`src/gpalt_cfg.svh`:
```
// constants for the pin port with alternate functions
`ifndef GPALT_CFG_SVH
`define GPALT_CFG_SVH

//------------------------------------------------------------------------------
// register indices and byte addresses
//------------------------------------------------------------------------------
`define GPALT_IDX_FSEL      8'h4f
`define GPALT_IDX_ODATA     8'h50
`define GPALT_IDX_DIR       8'h51
`define GPALT_IDX_IDATA     8'h52
`define GPALT_IDX_ANT       8'h5f
`define GPALT_ADDR_FSEL     {2'h0, `GPALT_IDX_FSEL, 2'h0}
`define GPALT_ADDR_ODATA    {2'h0, `GPALT_IDX_ODATA, 2'h0}
`define GPALT_ADDR_DIR      {2'h0, `GPALT_IDX_DIR, 2'h0}
`define GPALT_ADDR_IDATA    {2'h0, `GPALT_IDX_IDATA, 2'h0}
`define GPALT_ADDR_ANT      {2'h0, `GPALT_IDX_ANT, 2'h0}

//------------------------------------------------------------------------------
// field positions, masks and reset values
//------------------------------------------------------------------------------
`define GPALT_FSEL_PIN7     7
`define GPALT_FSEL_PIN65    6
`define GPALT_FSEL_MASK     8'hc0
`define GPALT_PIN_MASK      8'hfd
`define GPALT_ANT_MODE      0
`define GPALT_ANT_MASK      8'h01
`define GPALT_FSEL_RST      8'h00
`define GPALT_ODATA_RST     8'h00
`define GPALT_DIR_RST       8'hff
`define GPALT_ANT_RST       8'h00
`define GPALT_RESP_OKAY     2'h0
`define GPALT_RESP_SLVERR   2'h2

`endif

```
`src/gpalt_pkg.sv`:
```
// types for the pin port with alternate functions
package gpalt_pkg;

    typedef logic [7:0] gpalt_byte_t;

    typedef struct packed {
        gpalt_byte_t fsel;
        gpalt_byte_t odata;
        gpalt_byte_t dir;
        gpalt_byte_t ant;
        gpalt_byte_t sync1;
        gpalt_byte_t sync2;
        gpalt_byte_t pad_out;
        gpalt_byte_t pad_oe;
        logic        ant_in;
        logic        aw_got;
        logic [11:0] awaddr;
        logic        w_got;
        gpalt_byte_t wdata;
        logic        wstrb0;
        logic        bvalid;
        logic [1:0]  bresp;
        logic        rvalid;
        gpalt_byte_t rdata;
        logic [1:0]  rresp;
    } gpalt_state_s;

endpackage : gpalt_pkg

```
`src/gpalt_port.sv`:
```
// pin port with alternate functions behind an axi4-lite slave
`timescale 1ns/1ps
`include "gpalt_cfg.svh"

module gpalt_port
    import gpalt_pkg::*;
(
    // clock and reset
    input  wire logic        clock,
    input  wire logic        rstn,
    // axi4-lite write address
    input  wire logic        s_axi_awvalid,
    output logic             s_axi_awready,
    input  wire logic [11:0] s_axi_awaddr,
    input  wire logic [2:0]  s_axi_awprot,
    // axi4-lite write data
    input  wire logic        s_axi_wvalid,
    output logic             s_axi_wready,
    input  wire logic [31:0] s_axi_wdata,
    input  wire logic [3:0]  s_axi_wstrb,
    // axi4-lite write response
    output logic             s_axi_bvalid,
    input  wire logic        s_axi_bready,
    output logic [1:0]       s_axi_bresp,
    // axi4-lite read address
    input  wire logic        s_axi_arvalid,
    output logic             s_axi_arready,
    input  wire logic [11:0] s_axi_araddr,
    input  wire logic [2:0]  s_axi_arprot,
    // axi4-lite read data
    output logic             s_axi_rvalid,
    input  wire logic        s_axi_rready,
    output logic [31:0]      s_axi_rdata,
    output logic [1:0]       s_axi_rresp,
    // core signals routed to pins
    input  wire logic        host_interrupt_request,
    input  wire logic        sync_output,
    input  wire logic        antenna_direction,
    // core signals taken from pins and from the antenna register
    output logic             antenna_control_input,
    output logic             antenna_two_pin_mode,
    // pins
    input  wire logic [7:0]  pin_in,
    output logic [7:0]       pin_out,
    output logic [7:0]       pin_oe
);

    //--------------------------------------------------------------------------
    // state
    //--------------------------------------------------------------------------
    gpalt_state_s state_q;
    gpalt_state_s state_d;

    logic        aw_take;
    logic        w_take;
    logic        ar_take;
    logic        wr_fire;
    logic [11:0] wr_addr;
    gpalt_byte_t wr_data;
    logic        wr_lane0;
    logic        wr_hit;
    gpalt_byte_t rd_data;
    logic        rd_hit;
    logic        two_pin;
    logic        pin7_alt;
    logic        pin65_alt;
    gpalt_byte_t drv_val;
    gpalt_byte_t drv_en;
    gpalt_byte_t live;

    //--------------------------------------------------------------------------
    // handshakes
    //--------------------------------------------------------------------------
    // no new write is taken while a response waits, so one write at a time
    assign s_axi_awready = !state_q.aw_got && !state_q.bvalid;
    assign s_axi_wready  = !state_q.w_got && !state_q.bvalid;
    assign s_axi_arready = !state_q.rvalid;

    assign aw_take = s_axi_awvalid && s_axi_awready;
    assign w_take  = s_axi_wvalid && s_axi_wready;
    assign ar_take = s_axi_arvalid && s_axi_arready;

    //--------------------------------------------------------------------------
    // outputs
    //--------------------------------------------------------------------------
    assign s_axi_bvalid          = state_q.bvalid;
    assign s_axi_bresp           = state_q.bresp;
    assign s_axi_rvalid          = state_q.rvalid;
    assign s_axi_rdata           = {24'h0, state_q.rdata};
    assign s_axi_rresp           = state_q.rresp;
    assign antenna_control_input = state_q.ant_in;
    assign antenna_two_pin_mode  = state_q.ant[`GPALT_ANT_MODE];
    assign pin_out               = state_q.pad_out;
    assign pin_oe                = state_q.pad_oe;

    //--------------------------------------------------------------------------
    // pin routing
    //--------------------------------------------------------------------------
    assign two_pin   = state_q.ant[`GPALT_ANT_MODE];
    assign pin7_alt  = state_q.fsel[`GPALT_FSEL_PIN7];
    assign pin65_alt = state_q.fsel[`GPALT_FSEL_PIN65];
    // only the second stage of the pin synchroniser is looked at
    assign live      = state_q.sync2 & `GPALT_PIN_MASK;

    always_comb begin
        // plain pins: drive data only while configured as outputs
        drv_val = state_q.odata;
        drv_en  = ~state_q.dir;
        drv_en  = drv_en & `GPALT_PIN_MASK;
        drv_val = drv_val & drv_en;
        if (pin7_alt) begin
            drv_val[7] = host_interrupt_request;
            drv_en[7]  = 1'b1;
        end
        if (pin65_alt) begin
            drv_val[5] = sync_output;
            drv_en[5]  = 1'b1;
            drv_val[6] = 1'b0;
            drv_en[6]  = 1'b0;
        end
        // pin 1 has no plain role, it always carries the direction
        drv_val[1] = antenna_direction;
        drv_en[1]  = 1'b1;
        if (two_pin) begin
            drv_val[0] = 1'b0;
            drv_en[0]  = 1'b0;
        end
    end

    //--------------------------------------------------------------------------
    // write path
    //--------------------------------------------------------------------------
    // address and data may come in either order; whichever is held is used
    always_comb begin
        wr_addr  = state_q.aw_got ? state_q.awaddr : s_axi_awaddr;
        wr_data  = state_q.w_got ? state_q.wdata : s_axi_wdata[7:0];
        wr_lane0 = state_q.w_got ? state_q.wstrb0 : s_axi_wstrb[0];
        wr_fire  = (state_q.aw_got || aw_take) && (state_q.w_got || w_take);
        unique case ({wr_addr[11:2], 2'h0})
            `GPALT_ADDR_FSEL,
            `GPALT_ADDR_ODATA,
            `GPALT_ADDR_DIR,
            `GPALT_ADDR_IDATA,
            `GPALT_ADDR_ANT: wr_hit = 1'b1;
            default:         wr_hit = 1'b0;
        endcase
    end

    //--------------------------------------------------------------------------
    // read decode
    //--------------------------------------------------------------------------
    always_comb begin
        rd_hit = 1'b1;
        unique case ({s_axi_araddr[11:2], 2'h0})
            `GPALT_ADDR_FSEL:  rd_data = state_q.fsel & `GPALT_FSEL_MASK;
            `GPALT_ADDR_ODATA: rd_data = state_q.odata & `GPALT_PIN_MASK;
            `GPALT_ADDR_DIR:   rd_data = state_q.dir;
            `GPALT_ADDR_IDATA: rd_data = live;
            `GPALT_ADDR_ANT:   rd_data = state_q.ant & `GPALT_ANT_MASK;
            default: begin
                rd_data = 8'h00;
                rd_hit  = 1'b0;
            end
        endcase
    end

    //--------------------------------------------------------------------------
    // next state
    //--------------------------------------------------------------------------
    always_comb begin
        state_d = state_q;

        // two stage synchroniser on every pin
        state_d.sync1  = pin_in;
        state_d.sync2  = state_q.sync1;
        state_d.ant_in = two_pin ? state_q.sync2[0] : 1'b0;

        // pin drive comes from flops
        state_d.pad_out = drv_val;
        state_d.pad_oe  = drv_en;

        // write channel capture
        if (aw_take && !wr_fire) begin
            state_d.aw_got = 1'b1;
            state_d.awaddr = s_axi_awaddr;
        end
        if (w_take && !wr_fire) begin
            state_d.w_got  = 1'b1;
            state_d.wdata  = s_axi_wdata[7:0];
            state_d.wstrb0 = s_axi_wstrb[0];
        end

        if (wr_fire) begin
            state_d.aw_got = 1'b0;
            state_d.w_got  = 1'b0;
            state_d.bvalid = 1'b1;
            state_d.bresp  = wr_hit ? `GPALT_RESP_OKAY : `GPALT_RESP_SLVERR;
            if (wr_lane0) begin
                unique case ({wr_addr[11:2], 2'h0})
                    `GPALT_ADDR_FSEL: begin
                        state_d.fsel = wr_data & `GPALT_FSEL_MASK;
                    end
                    `GPALT_ADDR_ODATA: begin
                        state_d.odata = wr_data & `GPALT_PIN_MASK;
                    end
                    `GPALT_ADDR_DIR: begin
                        state_d.dir = wr_data;
                    end
                    `GPALT_ADDR_ANT: begin
                        state_d.ant = wr_data & `GPALT_ANT_MASK;
                    end
                    default: begin
                        state_d.fsel = state_q.fsel;
                    end
                endcase
            end
        end else if (state_q.bvalid && s_axi_bready) begin
            state_d.bvalid = 1'b0;
        end

        // read channel
        if (ar_take) begin
            state_d.rvalid = 1'b1;
            state_d.rdata  = rd_data;
            state_d.rresp  = rd_hit ? `GPALT_RESP_OKAY : `GPALT_RESP_SLVERR;
        end else if (state_q.rvalid && s_axi_rready) begin
            state_d.rvalid = 1'b0;
        end
    end

    //--------------------------------------------------------------------------
    // registers
    //--------------------------------------------------------------------------
    always_ff @(posedge clock or negedge rstn) begin
        if (!rstn) begin
            state_q       <= '0;
            state_q.fsel  <= `GPALT_FSEL_RST;
            state_q.odata <= `GPALT_ODATA_RST;
            state_q.dir   <= `GPALT_DIR_RST;
            state_q.ant   <= `GPALT_ANT_RST;
        end else begin
            state_q <= state_d;
        end
    end

endmodule : gpalt_port

```
`config.mk`:
```
export PLATFORM = sky130hd
export DESIGN_NAME = gpalt_port
export DESIGN_NICKNAME = d
export VERILOG_FILES = /design/src/gpalt_pkg.sv /design/src/gpalt_port.sv
export VERILOG_INCLUDE_DIRS = /design/src
export SDC_FILE = /design/constraint.sdc
export NUM_CORES = 1
export LEC_CHECK = 0
export BUFFER_PORTS_ARGS = -buffer_cell sky130_fd_sc_hd__buf_2
export CAP_MARGIN = 20
export CORE_ASPECT_RATIO = 1.1
export CORE_MARGIN = 3
export CORE_UTILIZATION = 35
export DETAILED_ROUTE_END_ITERATION = 10
export GPL_ROUTABILITY_DRIVEN = 0
export PLACE_DENSITY_LB_ADDON = 0.05
export SYNTH_ARGS = -nofsm -noshare
export SYNTH_HDL_FRONTEND = slang
export SYNTH_SLANG_ARGS = --single-unit
```
`constraint.sdc`:
```
create_clock -name clock -period 2.2 [get_ports clock]
set_input_delay 0.44 -clock clock [delete_from_list [all_inputs] [get_ports clock]]
set_output_delay 0.44 -clock clock [all_outputs]
set_load 0.005 [all_outputs]
```
* Word level (Yosys, flattened, before mapping) *
Cells that the tools add are included.

word-level totals
  register bits after elaboration = 88
  bits of input ports = 84

cells by class
  mux-type cells = 23
  bitwise operators = 2
  reductions and logical operators = 27
  equality and inequality tests = 10

operators by type and width
  cell                   number
  $eq A10 B7 Y1 const B  10
  $pmux W8 S5            1
  $mux W1                14
  $mux W13               1
  $mux W12               1
  $reduce_and A3 Y1      4
  $logic_and A1 B1 Y1    10
  $mux W10               1
  $reduce_or A5 Y1       2
  $and A8 B8 Y8          1
  $mux W2                4
  $mux W8                1
  $not A8 Y8             1
  $reduce_bool A2 Y1     4
  $logic_not A1 Y1       5
  $logic_or A1 B1 Y1     2

* Depth between registers and ports, before layout *
  depth after elaboration = 9
  mapped depth = 5
  depth with buffers taken out = 4

* Worst setup path before layout *
No wires, ideal clock.

  kind = input to register
  start = input s_axi_awaddr[7]
  end = register state_q (netlist bit pin65_alt)
  setup slack = -0.137 ns
  data arrival time = 2.213 ns
  cell stages on the path = 4
  data required time = 2.075 ns
  path buffers = 0
  path through = or4b_1 a222oi_1 and4_1 mux2_2

between the ends
  cells in the longest elaborated chain, start to end = 3

ends and longest elaborated chain
  what                         RTL line           RTL
  start, declared              gpalt_port.sv:14   input wire logic [11:0] s_axi_awaddr,
  $mux W12                     gpalt_port.sv:135  wr_addr = state_q.aw_got ? state_q.awaddr : s_axi_awaddr;
  $eq A10 B7 Y1                gpalt_port.sv:199  unique case ({wr_addr[11:2], 2'h0})
  $reduce_and A3 Y1 (no line)  n/a
  end signal, assigned         gpalt_port.sv:242  state_q <= state_d;
  end, declared                gpalt_port.sv:51   gpalt_state_s state_q;

No other way between the ends.
A chain may end at the register's enable or synchronous reset.

* Worst setup path in the final report *
  start = register state_q[36] (netlist bit)
  end = register state_q (netlist bit pin7_alt)

between the ends
  cells in the longest elaborated chain, start to end = 6
  elaborated cells between the ends (all ways) = 8
  those cells by class = eq/ne (1); mux (1); reduce/logical (6)

ends and longest elaborated chain
  what
  parallel branches: the longest is 5 deep, another holds $mux W12
  $reduce_and A3 Y1 (no line) *

Mark *: on every way between the ends.

==> summary.md <==
| Metric | Value |
|---|---|
| Syn avg cell area | `between 10 and 15 um^2` |
| Yosys reg bits | `82` |
| Final worst hold slack | `0.0954 ns` |
| Cell Chain, Critical Path | `or4b_1 -> a222oi_1 -> buf_4 -> and4_4 -> mux2_2` |
| Ys async rst share | `1.00` |
| Core Box Area | `10400 um^2` |
| Setup crit start kind | `flop` |
| Dpl hpwl | `5680 um` |
| Buffer count from post-CTS setup fixing | `0` |
| Slew margin rel. | `0.626` |
| Final period utilization | `0.975` |
| Clock skew | `around 0.0084 ns` |
| 1st-iter DRT viols | `109` |
| Req. time, crit path | `2.43 ns` |
| CTS buffer count | `9` |
| Share of post-route cells with drive strength above 1 | `0.447` |
| Starting density of the core | `0.361` |
| Detailed Routing Iterations Pass 1 | `4` |
| Crit end category | `flop` |
| CTS root buf | `clkbuf_16` |
| Multi-input gate area | `1400 um^2` |
| Pin count of the biggest net entering global routing | `44` |
| Leading cell type by number of instances after synthesis | `dfrtp_1` |
| Slowest cell delay on critical path | `0.50 ns` |
| Max cap viols | `0` |
| FILL cells | `roughly 1000` |
| Main flop type after synthesis | `dfrtp_1` |
| Final WL | `7600 um` |
| Worst Path Max Fanout | `6` |
| CP max stage cell | `or4b_1` |
| Port bufs | `78` |
| Io pins | `143` |
| Class of the worst hold path | `in -> async` |
| Overflow after GRT | `0` |
| Max Root-Sink Buffers | `2` |
| Initial antenna violation count | `0` |
| Die footprint | `12100 um^2` |
| Status | `completed` |
| Most common library cells after synthesis | `dfrtp_1 (74), buf_4 (52), mux2_2 (45), nand2_1 (12), nor2_1 (10)` |
| Crit Path Category | `reg -> reg` |
| Post-route ant nets | `0` |
| CP arrival | `2.37 ns` |
| Overall routing resource usage | `0.132` |
| Total power | `between 4 and 5 mW` |
| VDD IR max | `0.394 mV` |
| Die W | `105 um` |
| Mapped Cells | `308` |
| Vias in the first global route | `between 2000 and 2500` |
| Drt drc | `0` |
| Cell area power density | `954 nW/um^2` |
| Layout net count | `466` |
| Synth unique cells | `47` |
| Final setup viols | `0` |
| Synth Warn # | `0` |
| Clock transition at path regs | `~0.06 ns` |
| Clk_lat worst skew | `around 0.34 ns` |
| H-tree levels | `3` |
| Routed vias | `2386` |
| Synth top area cells | `dfrtp_1 (49%), mux2_2 (13%), buf_4 (10%)` |
| Worst Setup SP | `state_q[36]$_DFFE_PN0P_` |
| Row Count | `39` |
| RR Endpoint | `pin7_alt$_DFFE_PN0P_` |
| Sequential-to-total area share from yosys stat | `0.547` |
| Via-per-instance ratio | `roughly 4.5` |
| CTS Sinks | `82` |
| Final hold violations | `0` |
| Worst-margin pin slew | `0.560 ns` |
| Area growth syn-to-layout | `18.9%` |
| Routed wire length per instance | `14.3 um` |
| Post-layout minimum cycle time | `2.15 ns` |
| Ant diodes | `0` |
| Post-synth EDFFs | `0` |
| Worst r2r path cells | `5` |
| Cell taking the most area after synthesis | `dfrtp_1` |
| Yosys top cell area share | `0.491` |
| Die Ht | `115 um` |
| First-pass GRT wire length | `12200 um` |
| Leakage power | `2.12 nW` |
| Register area | `2060 um^2` |
| Cell Area, Synth | `3770 um^2` |
| TritonCTS clock tree | `built` |
| Max Freq | `0.466 GHz` |
| R2r setup slk | `about 0.055 ns` |
| R2R Path Start | `state_q[36]$_DFFE_PN0P_` |
| Final Max Tran Viols | `0` |
==> critical path: cells and delay by family, from the launching register on <==
| kind | cells | cell delay [ns] |
|---|---|---|
| AO/OA/AOI/OAI | 1 | 0.33 |
| buffers and inverters | 1 | 0.24 |
| flip-flops | 1 | 0.41 |
| multiplexers | 1 | 0.33 |
| AND/OR/NAND/NOR | 2 | 0.74 |
==> cell families (layout without fill, tap and decap cells) <==
group / count (synthesis) / in the layout / share of synthesized area
compound gates: 38 / 38 / 0.0713
buf+inv: 67 / 121 / 0.118
flops: 82 / 82 / 0.547
mux: 53 / 53 / 0.156
other cells: 2 / 27 / 0.00199
simple gates: 66 / 66 / 0.106
==> layout make-up <==
type,instances,share of cell area
Clock buffer,10,0.0510
Timing Repair Buffer,96,0.121
Inverter,9,0.00753
Multi-Input combinational cell,184,0.311
Clock inverter,6,0.00948
Sequential cell,82,0.460
Tap cell,143,0.0399
==> per-layer routing <==
metal,part of all wire,vias to the layer above,track usage
met4,0.023,0,0.0682
met5,0,-,0
met1,0.45,1158,0.163
li1,-,1158,-
met3,0.042,10,0.0298
met2,0.49,60,0.219
==> cell usage in the layout (no fill, tap or decap), types with 3 or more instances in the layout <==
| cell | Yosys | final |
|---|---|---|
| a21oi_1 | 8 | 5 |
| nor2_1 | 10 | 10 |
| a2bb2oi_1 | 3 | 3 |
| mux2i_1 | 8 | 8 |
| clkbuf_16 | 0 | 9 |
| nand3_1 | 5 | 5 |
| dfstp_2 | 8 | 8 |
| dfrtp_1 | 74 | 74 |
| mux2_2 | 45 | 44 |
| nand2_1 | 12 | 12 |
| buf_2 | 0 | 77 |
| conb_1 | 2 | 27 |
| nand2b_1 | 7 | 7 |
| inv_1 | 9 | 9 |
| nor2b_1 | 7 | 7 |
| a21oi_2 | 0 | 3 |
| buf_4 | 52 | 17 |
| a22o_1 | 3 | 3 |
| and2_1 | 4 | 4 |
| o21ai_0 | 8 | 8 |
| or4bb_1 | 3 | 3 |
==> registers in the layout, summed over array words and instances, names as in the netlist <==
| register | cells |
|---|---|
| antenna_control_input | 1 |
| antenna_two_pin_mode | 1 |
| live | 7 |
| pin65_alt | 1 |
| pin7_alt | 1 |
| pin_oe | 8 |
| pin_out | 8 |
| s_axi_bresp | 1 |
| s_axi_bvalid | 1 |
| s_axi_rdata | 8 |
| s_axi_rresp | 1 |
| s_axi_rvalid | 1 |
| state_d | 7 |
| state_q | 36 |
==> how the worst max path moves through the flow <==
stage,depth (start not counted),end
floorplan,4,pin65_alt$_DFFE_PN0P_
global placement,6,state_q[89]$_DFFE_PN0P_
detailed placement,6,state_q[88]$_DFFE_PN0P_
CTS,5,pin65_alt$_DFFE_PN0P_
global route,6,state_q[80]$_DFFE_PN1P_
finish,5,pin7_alt$_DFFE_PN0P_
==> stage by stage <==
stage                     utilization  area [um^2]  cells  setup slack [ns]  TNS [ns]
after global placement          0.400         4170    514            -0.104     -1.45
after global routing            0.430         4490    530          -0.00138  -0.00395
after floorplan                     -         3870    333            -0.109     -1.07
final                           0.430         4490    530            0.0545         0
after CTS                       0.426         4440    530            0.0127         0
after detailed placement        0.400         4170    514           -0.0993     -1.16
==> what timing repair did <==
item | 4_1_cts | 5_1_grt
pin swaps | 1 | 4
resized for setup | 0 | 9
setup endpoints to repair | 1 | 17
hold buffers | 0 | 0
==> power breakdown <==
part           switching (mW)  internal (mW)
Clock                   0.608          0.766
Sequential              0.160           1.77
Combinational           0.437          0.540
Total                    1.20           3.08
Note: power is estimated with default switching activity, not from simulation.
